<file path="config.mk">
export PLATFORM = sky130hd
export DESIGN_NAME = cpp_cmd
export DESIGN_NICKNAME = d
export VERILOG_FILES = /design/src/cpp_pkg.sv /design/src/cpp_pin_table.sv /design/src/cpp_cmd.sv
export SDC_FILE = /design/constraint.sdc
export NUM_CORES = 1
export LEC_CHECK = 0
export ABC_AREA = 1
export BUFFER_PORTS_ARGS = -buffer_cell sky130_fd_sc_hd__buf_2
export CORE_ASPECT_RATIO = 0.6
export CORE_MARGIN = 4
export CORE_UTILIZATION = 55
export DETAILED_ROUTE_END_ITERATION = 10
export PLACE_DENSITY = 0.79
export SLEW_MARGIN = 20
export SYNTH_ARGS = -nofsm -noshare
export SYNTH_HDL_FRONTEND = slang
export SYNTH_SLANG_ARGS = --single-unit
</file>
<file path="constraint.sdc">
create_clock -name core_clk -period 22 [get_ports core_clk]
set_input_delay 3.3 -clock core_clk [delete_from_list [all_inputs] [get_ports core_clk]]
set_output_delay 3.3 -clock core_clk [all_outputs]
set_load 0.03 [all_outputs]
</file>
<file path="src/cpp_pkg.sv">
// shared constants for the link-parameter and pin-function command block
package cpp_pkg;

    // ------------------------------------------------------------------
    // character codes
    // ------------------------------------------------------------------
    localparam logic [7:0] CH_S = 8'h53;
    localparam logic [7:0] CH_T = 8'h54;
    localparam logic [7:0] CH_W = 8'h57;
    localparam logic [7:0] CH_COMMA = 8'h2C;
    localparam logic [7:0] CH_CR = 8'h0D;
    localparam logic [7:0] CH_ESC = 8'h24;

    // ------------------------------------------------------------------
    // command layout
    // ------------------------------------------------------------------
    localparam logic [2:0] LINK_DIGITS = 3'h4;
    localparam logic [2:0] PIN_DIGITS = 3'h2;
    localparam logic [2:0] LINK_LAST_FIELD = 3'h3;
    localparam logic [2:0] PIN_LAST_FIELD = 3'h1;
    localparam logic [1:0] ESC_LAST = 2'h2;

    // ------------------------------------------------------------------
    // link parameter ranges and reset values
    // ------------------------------------------------------------------
    localparam logic [15:0] INTV_MIN = 16'h0006;
    localparam logic [15:0] INTV_MAX = 16'h0C80;
    localparam logic [15:0] LAT_MAX = 16'h01F3;
    localparam logic [15:0] TMO_MIN = 16'h000A;
    localparam logic [15:0] TMO_MAX = 16'h0C80;
    // timeout unit 10 ms over interval unit 1.25 ms
    localparam logic [3:0] TMO_SHIFT = 4'h3;
    localparam logic [15:0] RST_MIN_INTV = 16'h0006;
    localparam logic [15:0] RST_MAX_INTV = 16'h0006;
    localparam logic [15:0] RST_LATENCY = 16'h0000;
    localparam logic [15:0] RST_TIMEOUT = 16'h0200;

    // ------------------------------------------------------------------
    // pin functions
    // ------------------------------------------------------------------
    localparam int PIN_COUNT = 14;
    localparam logic [7:0] PIN_LIMIT = 8'h0E;
    localparam logic [3:0] FN_NONE = 4'h0;
    localparam logic [3:0] FN_LOW_BATT = 4'h1;
    localparam logic [3:0] FN_SIGNAL_STRENGTH = 4'h2;
    localparam logic [3:0] FN_LINK_DROP = 4'h3;
    localparam logic [3:0] FN_RX_IND = 4'h4;
    localparam logic [3:0] FN_PAIRING = 4'h5;
    localparam logic [3:0] FN_RADIO_ACTIVE = 4'h6;
    localparam logic [3:0] FN_STATUS1 = 4'h7;
    localparam logic [3:0] FN_STATUS2 = 4'h8;
    localparam logic [3:0] FN_TRIG1 = 4'h9;
    localparam logic [3:0] FN_TRIG2 = 4'hA;
    localparam logic [3:0] FN_TRIG3 = 4'hB;
    localparam logic [3:0] FN_MODE_SWITCH = 4'hC;
    localparam logic [7:0] FN_LIMIT = 8'h0C;

    // reset function of each pin, index 0 in the low nibble
    localparam logic [55:0] PIN_RST_FUNCS = {
        FN_NONE, FN_RX_IND, FN_NONE, FN_NONE, FN_NONE, FN_PAIRING, FN_RX_IND,
        FN_LINK_DROP, FN_SIGNAL_STRENGTH, FN_NONE, FN_NONE, FN_STATUS1,
        FN_STATUS2, FN_LOW_BATT};
    // pins that carry no function after reset
    localparam logic [13:0] PIN_RST_FREE = 14'h2E18;
    // no pin is a mode switch after reset
    localparam logic [13:0] PIN_RST_MODE = 14'h0000;

endpackage : cpp_pkg

</file>
<file path="src/cpp_pin_table.sv">
// pin-function table: one function nibble per pin, registered read port
module cpp_pin_table
    import cpp_pkg::*;
(
    input wire logic core_clk,
    input wire logic rstn,
    input wire logic wr_en,
    input wire logic [3:0] wr_idx,
    input wire logic [3:0] wr_func,
    input wire logic [3:0] rd_idx,
    output logic [3:0] rd_func
);

    logic [3:0] entry [PIN_COUNT];

    // ------------------------------------------------------------------
    // storage, each entry resets to its own default function
    // ------------------------------------------------------------------
    for (genvar i = 0; i < PIN_COUNT; i++)
    begin : g_entry
        always_ff @(posedge core_clk or negedge rstn)
        begin
            if (!rstn)
                entry[i] <= PIN_RST_FUNCS[4*i +: 4];
            else if (wr_en && (wr_idx == 4'(i)))
                entry[i] <= wr_func;
        end
    end

    // read port; out of range reads as no function
    always_ff @(posedge core_clk or negedge rstn)
    begin
        if (!rstn)
            rd_func <= FN_NONE;
        else if (rd_idx < 4'(PIN_COUNT))
            rd_func <= entry[rd_idx];
        else
            rd_func <= FN_NONE;
    end

endmodule : cpp_pin_table

</file>
<file path="src/cpp_cmd.sv">
// command interpreter for the link-parameter and pin-function commands
// Function
// - link command takes four hex16 values
// - stored values only seed future central links
// - minimum interval 0x0006..0x0C80, unit 1.25 ms
// - maximum interval same range, not below minimum
// - timeout 0x000A..0x0C80, unit 10 ms
// - read-back shows stored or live link values
// - answer ok or error for each command
// - pin command takes pin, then function hex8
// - function codes 00 to 0C decode
// - pins 00..06 reset to listed functions
// - function 0C pin edges switch modes
// - fast mode disables escape scan in data
// - pin with no function may be analog
module cpp_cmd
    import cpp_pkg::*;
(
    input wire logic core_clk,
    input wire logic rstn,
    input wire logic [7:0] rx_byte,
    input wire logic rx_valid,
    input wire logic fast_mode,
    input wire logic connected,
    input wire logic [15:0] live_min_intv,
    input wire logic [15:0] live_max_intv,
    input wire logic [15:0] live_latency,
    input wire logic [15:0] live_timeout,
    input wire logic [13:0] pin_in,
    input wire logic [3:0] pin_query_idx,
    output logic [3:0] pin_query_func,
    output logic cmd_mode,
    output logic reply_valid,
    output logic reply_ok,
    output logic [15:0] init_min_intv,
    output logic [15:0] init_max_intv,
    output logic [15:0] init_latency,
    output logic [15:0] init_timeout,
    output logic [15:0] rpt_min_intv,
    output logic [15:0] rpt_max_intv,
    output logic [15:0] rpt_latency,
    output logic [15:0] rpt_timeout,
    output logic [13:0] analog_free
);

    // ------------------------------------------------------------------
    // types and state
    // ------------------------------------------------------------------
    typedef enum logic [2:0]
    {
        ST_IDLE = 3'b000,
        ST_LETTER = 3'b001,
        ST_COMMA = 3'b010,
        ST_HEX = 3'b011,
        ST_SKIP = 3'b100
    } cpp_state_e;

    typedef struct packed
    {
        cpp_state_e st;
        logic is_pin;
        logic [2:0] fld;
        logic [2:0] ndig;
        logic [15:0] acc;
        logic [15:0] f0;
        logic [15:0] f1;
        logic [15:0] f2;
        logic [15:0] min_intv;
        logic [15:0] max_intv;
        logic [15:0] latency;
        logic [15:0] timeout;
        logic [15:0] r_min;
        logic [15:0] r_max;
        logic [15:0] r_lat;
        logic [15:0] r_tmo;
        logic rep_v;
        logic rep_ok;
        logic cmd_mode;
        logic [1:0] esc_cnt;
        logic [13:0] sync1;
        logic [13:0] sync2;
        logic [13:0] prev;
        logic [13:0] mode_mask;
        logic [13:0] free_mask;
        logic wr_en;
        logic [3:0] wr_idx;
        logic [3:0] wr_func;
    } cpp_regs_s;

    cpp_regs_s r;
    cpp_regs_s next_r;

    // hex character to nibble, top bit flags a valid digit
    function automatic logic [4:0] hex_digit(input logic [7:0] c);
        if (c >= 8'h30 && c <= 8'h39)
            hex_digit = {1'b1, 4'(c - 8'h30)};
        else if (c >= 8'h41 && c <= 8'h46)
            hex_digit = {1'b1, 4'(c - 8'h37)};
        else if (c >= 8'h61 && c <= 8'h66)
            hex_digit = {1'b1, 4'(c - 8'h57)};
        else
            hex_digit = 5'h00;
    endfunction : hex_digit

    // ------------------------------------------------------------------
    // next-state logic
    // ------------------------------------------------------------------
    always_comb
    begin
        logic [4:0] dig;
        logic [2:0] max_dig;
        logic [2:0] last_fld;
        logic [31:0] lat_prod;
        logic [31:0] tmo_lim;
        logic link_ok;
        logic pin_ok;
        logic [13:0] rise;
        logic [13:0] fall;
        dig = hex_digit(rx_byte);
        max_dig = r.is_pin ? PIN_DIGITS : LINK_DIGITS;
        last_fld = r.is_pin ? PIN_LAST_FIELD : LINK_LAST_FIELD;
        // latency+1 times interval must stay under timeout scaled to interval units
        lat_prod = (32'(r.f2) + 32'h1) * 32'(r.f1);
        tmo_lim = 32'(r.acc) << TMO_SHIFT;
        link_ok = (r.f0 >= INTV_MIN) && (r.f0 <= INTV_MAX)
            && (r.f1 >= INTV_MIN) && (r.f1 <= INTV_MAX) && (r.f1 >= r.f0)
            && (r.f2 <= LAT_MAX) && (lat_prod < tmo_lim)
            && (r.acc >= TMO_MIN) && (r.acc <= TMO_MAX);
        pin_ok = (r.f0 < 16'(PIN_LIMIT)) && (r.acc <= 16'(FN_LIMIT));
        rise = r.sync2 & ~r.prev & r.mode_mask;
        fall = ~r.sync2 & r.prev & r.mode_mask;

        next_r = r;
        next_r.rep_v = 1'b0;
        next_r.wr_en = 1'b0;

        // pin synchronisers; the second stage and its delayed copy prev feed edge logic
        next_r.sync1 = pin_in;
        next_r.sync2 = r.sync1;
        next_r.prev = r.sync2;

        // read-back follows the live link once connected
        if (connected)
        begin
            next_r.r_min = live_min_intv;
            next_r.r_max = live_max_intv;
            next_r.r_lat = live_latency;
            next_r.r_tmo = live_timeout;
        end
        else
        begin
            next_r.r_min = r.min_intv;
            next_r.r_max = r.max_intv;
            next_r.r_lat = r.latency;
            next_r.r_tmo = r.timeout;
        end

        // data mode: watch for the escape string unless fast mode is on
        if (!r.cmd_mode && rx_valid)
        begin
            if (fast_mode || rx_byte != CH_ESC)
                next_r.esc_cnt = 2'h0;
            else if (r.esc_cnt == ESC_LAST)
            begin
                next_r.esc_cnt = 2'h0;
                next_r.cmd_mode = 1'b1;
                next_r.st = ST_IDLE;
            end
            else
                next_r.esc_cnt = r.esc_cnt + 2'h1;
        end
        else if (r.cmd_mode && rx_valid)
        begin
            case (r.st)
                ST_IDLE:
                    if (rx_byte == CH_S)
                        next_r.st = ST_LETTER;
                    else if (rx_byte != CH_CR)
                        next_r.st = ST_SKIP;
                ST_LETTER:
                begin
                    next_r.is_pin = (rx_byte == CH_W);
                    if (rx_byte == CH_T || rx_byte == CH_W)
                        next_r.st = ST_COMMA;
                    else if (rx_byte == CH_CR)
                    begin
                        next_r.st = ST_IDLE;
                        next_r.rep_v = 1'b1;
                        next_r.rep_ok = 1'b0;
                    end
                    else
                        next_r.st = ST_SKIP;
                end
                ST_COMMA:
                begin
                    next_r.fld = 3'h0;
                    next_r.ndig = 3'h0;
                    next_r.acc = 16'h0000;
                    if (rx_byte == CH_COMMA)
                        next_r.st = ST_HEX;
                    else if (rx_byte == CH_CR)
                    begin
                        next_r.st = ST_IDLE;
                        next_r.rep_v = 1'b1;
                        next_r.rep_ok = 1'b0;
                    end
                    else
                        next_r.st = ST_SKIP;
                end
                ST_HEX:
                    if (dig[4] && r.ndig < max_dig)
                    begin
                        next_r.acc = {r.acc[11:0], dig[3:0]};
                        next_r.ndig = r.ndig + 3'h1;
                    end
                    else if (rx_byte == CH_COMMA && r.ndig != 3'h0 && r.fld != last_fld)
                    begin
                        if (r.fld == 3'h0)
                            next_r.f0 = r.acc;
                        else if (r.fld == 3'h1)
                            next_r.f1 = r.acc;
                        else
                            next_r.f2 = r.acc;
                        next_r.fld = r.fld + 3'h1;
                        next_r.ndig = 3'h0;
                        next_r.acc = 16'h0000;
                    end
                    else if (rx_byte == CH_CR)
                    begin
                        next_r.st = ST_IDLE;
                        next_r.rep_v = 1'b1;
                        next_r.rep_ok = 1'b0;
                        if (r.ndig != 3'h0 && r.fld == last_fld)
                        begin
                            if (r.is_pin && pin_ok)
                            begin
                                // table and masks change only on a good command
                                next_r.rep_ok = 1'b1;
                                next_r.wr_en = 1'b1;
                                next_r.wr_idx = r.f0[3:0];
                                next_r.wr_func = r.acc[3:0];
                                next_r.mode_mask[r.f0[3:0]] = (r.acc[3:0] == FN_MODE_SWITCH);
                                next_r.free_mask[r.f0[3:0]] = (r.acc[3:0] == FN_NONE);
                            end
                            else if (!r.is_pin && link_ok)
                            begin
                                // only the seed for later links; the live link is untouched
                                next_r.rep_ok = 1'b1;
                                next_r.min_intv = r.f0;
                                next_r.max_intv = r.f1;
                                next_r.latency = r.f2;
                                next_r.timeout = r.acc;
                            end
                        end
                    end
                    else
                        next_r.st = ST_SKIP;
                ST_SKIP:
                    if (rx_byte == CH_CR)
                    begin
                        next_r.st = ST_IDLE;
                        next_r.rep_v = 1'b1;
                        next_r.rep_ok = 1'b0;
                    end
                default:
                    next_r.st = ST_IDLE;
            endcase
        end

        // mode-switch pin edges take priority over byte handling
        if (|rise)
        begin
            next_r.cmd_mode = 1'b0;
            next_r.esc_cnt = 2'h0;
        end
        else if (|fall)
        begin
            next_r.cmd_mode = 1'b1;
            next_r.st = ST_IDLE;
        end
    end

    // ------------------------------------------------------------------
    // state register
    // ------------------------------------------------------------------
    always_ff @(posedge core_clk or negedge rstn)
    begin
        if (!rstn)
        begin
            r <= '0;
            r.st <= ST_IDLE;
            r.cmd_mode <= 1'b1;
            r.min_intv <= RST_MIN_INTV;
            r.max_intv <= RST_MAX_INTV;
            r.latency <= RST_LATENCY;
            r.timeout <= RST_TIMEOUT;
            r.r_min <= RST_MIN_INTV;
            r.r_max <= RST_MAX_INTV;
            r.r_lat <= RST_LATENCY;
            r.r_tmo <= RST_TIMEOUT;
            r.mode_mask <= PIN_RST_MODE;
            r.free_mask <= PIN_RST_FREE;
        end
        else
            r <= next_r;
    end

    // pin-function storage
    cpp_pin_table u_table (
        .core_clk(core_clk),
        .rstn(rstn),
        .wr_en(r.wr_en),
        .wr_idx(r.wr_idx),
        .wr_func(r.wr_func),
        .rd_idx(pin_query_idx),
        .rd_func(pin_query_func)
    );

    // ------------------------------------------------------------------
    // outputs, all straight from the state register
    // ------------------------------------------------------------------
    assign cmd_mode = r.cmd_mode;
    assign reply_valid = r.rep_v;
    assign reply_ok = r.rep_ok;
    assign init_min_intv = r.min_intv;
    assign init_max_intv = r.max_intv;
    assign init_latency = r.latency;
    assign init_timeout = r.timeout;
    assign rpt_min_intv = r.r_min;
    assign rpt_max_intv = r.r_max;
    assign rpt_latency = r.r_lat;
    assign rpt_timeout = r.r_tmo;
    assign analog_free = r.free_mask;

endmodule : cpp_cmd

</file>
==> reports/results.tsv, run 1 <==
metric	value	unit
async_flop_share	1.00	
globalplace.congestion	1.10	
clk_path_buf_depth	3	
cp_num_buf_inv	12	
intPower	0.968	mW
synth_fp_nets	3580	
end_kind	flip-flop	
hpwl	56800	um
startpoint_type	flip-flop	
fmax	93.8	MHz
htreeDepth	1	
finalCriticalPeriod	10.66	ns
finalCritPeriodShare	0.484	
synth_edf_count	0	
cpPeakStageDelay	0.73	ns
numCtsBuffers	28	
switching_share	0.230	
seq_power_share	0.519	
grt_max_degree	140	
yosysSeqAreaShare	0.339	
clkTransAtPathRegs	0.07	ns
die-area	0.0502	sq mm
ios	244	
via_count	21019	
overflow	0	
path_max_fanout	64	
critPathTopFamily	simple AND/OR/NAND/NOR gates	
hold_class	flip-flop to flip-flop	
drc_errors	0	
dieHeight	175	um
multiInputGateArea	0.0133	sq mm
wire_per_inst	19.2	um
crit_arrival	11.15	ns
synthCells	3138	
reg2reg_from	r[212]	
rsz0062_at_grt	no	
cts_tree	built	
rr_endpoint	init_min_intv[7]	
fillCellCount	3894	
hold_path_depth	0	
viasPerCell	5.48	
syn2layout_area_growth	6.67	%
cp_common_cell	inv_1	
place.port_buffers	243	
ant_nets	0	
grt_pass1_vias	19915	
r2r.worst_path.cells	49	
syn_avg_cell_area	8.17	sq um
drtIter0Drc	2632	
yosysWarnings	0	
ir_drop	0.0508	mV
die_w	287	um
first_pass_iters	7	
most-common-layout-cells	nand2_1 (731), inv_1 (584), dfrtp_1 (317), nor2_1 (267), o21ai_0 (243)	
post_cts_resized	0	
comb_power_share	0.057	
hold_viol_final	0	
regArea	0.00869	sq mm
synth_ff_type	dfrtp_1	
design_area	0.0273	sq mm
placed_cell_area	0.0263	sq mm
maxSlewHeadroom	0.300	
finalPower	1.26	mW
ys_ff_latch	346	
tns	0	ns
core	0.0454	sq mm
grt_pass1_wl	114000	um
timing.final.ws_setup	11.34	ns
mostFrequentLayoutCell	nand2_1	
initial_core_util	0.565	
fin_skew	0.0163	ns
synth_cell_type_count	50	
routed_wl	73600	um
power_density	46.0	mW/mm^2
fin_nets	3635	
crit_type	flip-flop to flip-flop	
rows	60	
pre_cts_ws	11.65	ns
grtUsageTotal	0.291	
r2r_slack	11.34	ns
hold_buffers	0	
hold_path.startpoint	next_r[52]	
clkPwrFrac	0.424	
clock-sinks	346	
outcome	finished clean	
synth_area	0.0256	sq mm
drive_gt1_frac	0.117	
setup_viol	0	
post_cts_buffers	0	
switching_power	0.289	mW
clk_latency	0.57	ns
worst_pin_slew	1.05	ns
antenna_found_initial	0	
leakage	14.2	nW
cp.required	22.49	ns
root_buffer	clkbuf_16	
cap_violations	0	
crit_path_top_delay_cell	nand3_4	
holdPathEnd	next_r[38]	
drv_slew	0	
-- routing by layer --
layer | up-vias | track usage | wire length, um
li1 | 9631 | - | -
met1 | 9951 | 0.439 | 32200
met2 | 1317 | 0.381 | 28100
met3 | 118 | 0.149 | 12100
met4 | 2 | 0.0374 | 1080
met5 | - | 0.0192 | 131
-- power groups by stage --
| stage | combinational [mW] | sequential [mW] | clock [mW] |
|---|---|---|---|
| finish | 0.0716 | 0.653 | 0.533 |
| detailed placement | 0.0710 | 0.665 | 0 |
| CTS | 0.0714 | 0.653 | 0.537 |
| global route | 0.0786 | 0.653 | 0.565 |
| global placement | 0.0705 | 0.664 | 0 |
| floorplan | 0.0444 | 0.665 | 0 |
-- worst max-delay path by stage --
stage                     startpoint                to  slack (ns)  cells past startpoint
after floorplan               r[212]  init_latency[10]       14.00                     52
after global placement        r[212]   init_timeout[1]       11.96                     50
after detailed placement      r[212]  init_latency[13]       11.65                     48
after CTS                     r[212]  init_min_intv[7]       11.53                     49
after global routing          r[212]   init_timeout[3]       10.37                     49
final                         r[212]  init_min_intv[7]       11.34                     49
-- synthesized netlist by cell type (12+ instances only) --
cell type	number	share of area
nand4_1	66	0.016
clkinv_1	12	0.0018
o22ai_1	20	0.0049
nor3_1	21	0.0041
fa_1	207	0.16
inv_1	584	0.085
dfrtp_1	317	0.31
nor2_1	268	0.039
nand2_1	731	0.11
nand3_1	86	0.017
buf_4	149	0.044
ha_1	140	0.068
a21oi_1	56	0.011
xor2_1	21	0.0072
mux2_2	19	0.0083
o21ai_0	244	0.048
clkbuf_1	66	0.0097
buf_2	15	0.0029
dfstp_2	29	0.030
-- per-stage QoR --
stage,utilization,instances,hold WS (ns)
2_1_floorplan,-,3138,0.331
6_report,0.602,3837,0.345
3_5_place_dp,0.579,3782,0.336
3_3_place_gp,0.579,3782,0.333
5_1_grt,0.602,3835,0.355
4_1_cts,0.601,3834,0.351
-- cells by family (layout without fill, tap and decap cells) --
group,count (synthesis),count (layout),synth area share
xor+xnor,31,31,0.0109
flops,346,346,0.339
mux,19,19,0.00834
buf+inv,832,909,0.144
other cells,0,2,0
simple gates,1197,1197,0.190
compound gates,366,366,0.0773
fa+ha+maj,347,347,0.230
-- sequential cells by signal, indices dropped and copies added, names as in the netlist, 14 cells and up --
register	cells
rpt_max_intv	16
next_r	28
rpt_latency	16
init_latency	16
rpt_min_intv	16
r	113
init_max_intv	16
u_table.entry	56
rpt_timeout	16
init_timeout	16
analog_free	14
init_min_intv	16
-- area by class of cell --
type,count,share of cell area
multi-input combinational,1960,0.486
antenna,2,0.000183
clock inverter,8,0.00389
tap,620,0.0284
inverter,600,0.0823
timing repair buffer,257,0.0495
clock buffer,44,0.0322
sequential,346,0.318
No activity file was read; power rests on OpenSTA's default activity.
==> run 2: changes to the inputs <==
--- a/config.mk
+++ b/config.mk
@@ -11,7 +11,7 @@
 export CORE_MARGIN = 4
 export CORE_UTILIZATION = 55
 export DETAILED_ROUTE_END_ITERATION = 10
-export PLACE_DENSITY = 0.79
+export PLACE_DENSITY = 0.82
 export SLEW_MARGIN = 20
 export SYNTH_ARGS = -nofsm -noshare
 export SYNTH_HDL_FRONTEND = slang
==> constraint.sdc (replaced) <==
create_clock -name core_clk -period 8.65 [get_ports core_clk]
set_input_delay 1.2975 -clock core_clk [delete_from_list [all_inputs] [get_ports core_clk]]
set_output_delay 1.2975 -clock core_clk [all_outputs]
set_load 0.03 [all_outputs]
==> run 2 against run 1 <==
Effect of this change:
- die area did not move
- critical path type unchanged
- clock power rose to 2.8 times the previous value
- clock skew rose by 0.0015 ns
- combinational power rose by 150%
- core utilization rose by 2.5 points
- first-iteration DRC count rose by 5.8%
- cell area rose by 4.1%
- cell count rose by 2.2%
- via count rose by 3.0%
- total power rose to 2.6 times the previous value
- worst hold slack barely moved
==> reports/results.tsv, run 2 (same netlist as run 1, synthesis figures left out) <==
metric	value	unit	change
outcome	finished clean		unchanged
drtIter0Drc	2785		was 2,632
grtUsageTotal	0.295		was 0.291
comb_power_share	0.054		was 0.057
die-area	0.0502	sq mm	unchanged
design_area	0.0285	sq mm	was 0.0273 sq mm
ios	244		unchanged
fmax	118	MHz	was 93.8 MHz
r2r.worst_path.cells	51		was 49
numCtsBuffers	29		was 28
crit_path_top_delay_cell	fa_1		was nand3_4
switching_share	0.229		was 0.230
critPathTopFamily	adder cells		was simple AND/OR/NAND/NOR gates
setup_viol	0		unchanged
switching_power	0.757	mW	was 0.289 mW
grt_max_degree	176		was 140
grt_pass1_wl	116000	um	was 114,000 um
fin_nets	3716		was 3,635
most-common-layout-cells	nand2_1 (713), inv_1 (557), dfrtp_1 (317), nor2_1 (261)		was nand2_1 (731), inv_1 (584), dfrtp_1 (317), nor2_1 (267), o21ai_0 (243)
first_pass_iters	6		was 7
dieHeight	175	um	unchanged
holdWs	0.345	ns	about the same
drive_gt1_frac	0.164		was 0.117
core	0.0454	sq mm	unchanged
wire_per_inst	19.7	um	was 19.2 um
clock-sinks	346		unchanged
antenna_found_initial	3		was 0
htreeDepth	1		unchanged
multiInputGateArea	0.0135	sq mm	was 0.0133 sq mm
cp_common_cell	nor2_1		was inv_1
root_buffer	clkbuf_16		unchanged
drc_errors	0		unchanged
worst_pin_slew	1.10	ns	was 1.05 ns
clkTransAtPathRegs	0.07	ns	about the same
maxSlewHeadroom	0.268		was 0.300
crit_type	flip-flop to flip-flop		unchanged
intPower	2.55	mW	was 0.968 mW
clk_latency	0.57	ns	about the same
fillCellCount	3651		was 3,894
crit_cells	51		was 49
globalplace.congestion	1.05		was 1.10
end_kind	flip-flop		unchanged
finalPower	3.31	mW	was 1.26 mW
ant_nets	0		unchanged
cp-endpoint	init_min_intv[11]		was init_min_intv[7]
finalCriticalPeriod	8.49	ns	was 10.66 ns
cp.required	9.15	ns	was 22.49 ns
crit_arrival	8.99	ns	was 11.15 ns
cts_tree	built		unchanged
tns	0	ns	unchanged
place.port_buffers	243		unchanged
seq_power_share	0.502		was 0.519
regArea	0.00869	sq mm	unchanged
regMostFlops	r		unchanged
rows	60		unchanged
grt_pass1_vias	20294		was 19,915
fin_skew	0.0178	ns	was 0.0163 ns
clkPwrFrac	0.444		was 0.424
viasPerCell	5.52		was 5.48
largest_reg_flops	113		unchanged
mostFrequentLayoutCell	nand2_1		unchanged
ir_drop	0.110	mV	was 0.0508 mV
power_density	116	mW/mm^2	was 46.0 mW/mm^2
rr_endpoint	init_min_intv[11]		was init_min_intv[7]
hold_class	flip-flop to flip-flop		unchanged
initial_core_util	0.565		unchanged
cpPeakStageDelay	0.57	ns	was 0.73 ns
rsz0062_at_grt	yes		was no
routed_wl	77100	um	was 73,600 um
placed_cell_area	0.0268	sq mm	was 0.0263 sq mm
via_count	21659		was 21,019
drv_slew	0		unchanged
leakage	14.7	nW	was 14.2 nW
r2r_slack	0.16	ns	was 11.34 ns
overflow	0		unchanged
finalCritPeriodShare	0.981		was 0.484
hold_viol_final	0		unchanged
die_w	287	um	unchanged
clk_path_buf_depth	3		unchanged
cap_violations	0		unchanged
reg2reg_from	r[212]		unchanged
startpoint_type	flip-flop		unchanged
hpwl	58200	um	was 56,800 um
cp_num_buf_inv	11		was 12
crit_start	r[212]		unchanged
syn2layout_area_growth	11.0	%	was 6.67%
path_max_fanout	32		was 64
[run 2: metal layers]
layer | global-route usage | part of all wire | wire [um]
met3 | 0.145 | 0.17 | 12900
met2 | 0.396 | 0.39 | 30300
met4 | 0.0535 | 0.024 | 1850
met1 | 0.434 | 0.41 | 32000
met5 | 0.0125 | 0.0010 | 78
[run 2: through the flow]
step | cells | util | worst slack, ns
detailed placement | 3834 | 0.589 | -0.135
CTS | 3890 | 0.614 | 0.00990
global placement | 3834 | 0.589 | 0.0928
finish | 3921 | 0.627 | 0.162
global route | 3917 | 0.626 | -0.234
floorplan | 3138 | - | 0.647
[run 2: repair_timing]
| action | CTS | global route |
|---|---|---|
| pin swaps | 1 | 38 |
| gates resized for setup | 4 | 97 |
| cloned | 0 | 6 |
| setup endpoints to repair | 64 | 65 |
| buffers inserted | 2 | 21 |
| hold buffers | 0 | 0 |
[run 2: worst min-delay path by stage]
| stage | startpoint | to | slack, ns | cells past startpoint |
|---|---|---|---|---|
| 5_1_grt | next_r[63] | next_r[49] | 0.35 | 0 |
| 4_1_cts | next_r[53] | next_r[39] | 0.35 | 0 |
| 6_report | next_r[53] | next_r[39] | 0.35 | 0 |
| 3_5_place_dp | next_r[55] | next_r[41] | 0.34 | 0 |
| 2_1_floorplan | next_r[51] | next_r[37] | 0.33 | 0 |
| 3_3_place_gp | next_r[56] | next_r[42] | 0.33 | 0 |
[run 2: cell type report]
type | instances | share of cell area
Clock buffer | 36 | 0.0285
Clock inverter | 18 | 0.00910
Timing Repair Buffer | 337 | 0.0741
Tap cell | 620 | 0.0273
Antenna cell | 4 | 0.000352
Inverter | 600 | 0.0793
Multi-Input combinational cell | 1960 | 0.476
Sequential cell | 346 | 0.305
[run 2: power groups by stage]
stage / combinational (mW) / sequential [mW] / clock, mW
6_report: 0.179 / 1.66 / 1.47
5_1_grt: 0.197 / 1.66 / 1.54
4_1_cts: 0.181 / 1.66 / 1.47
3_5_place_dp: 0.180 / 1.69 / 0
3_3_place_gp: 0.178 / 1.69 / 0
2_1_floorplan: 0.113 / 1.69 / 0
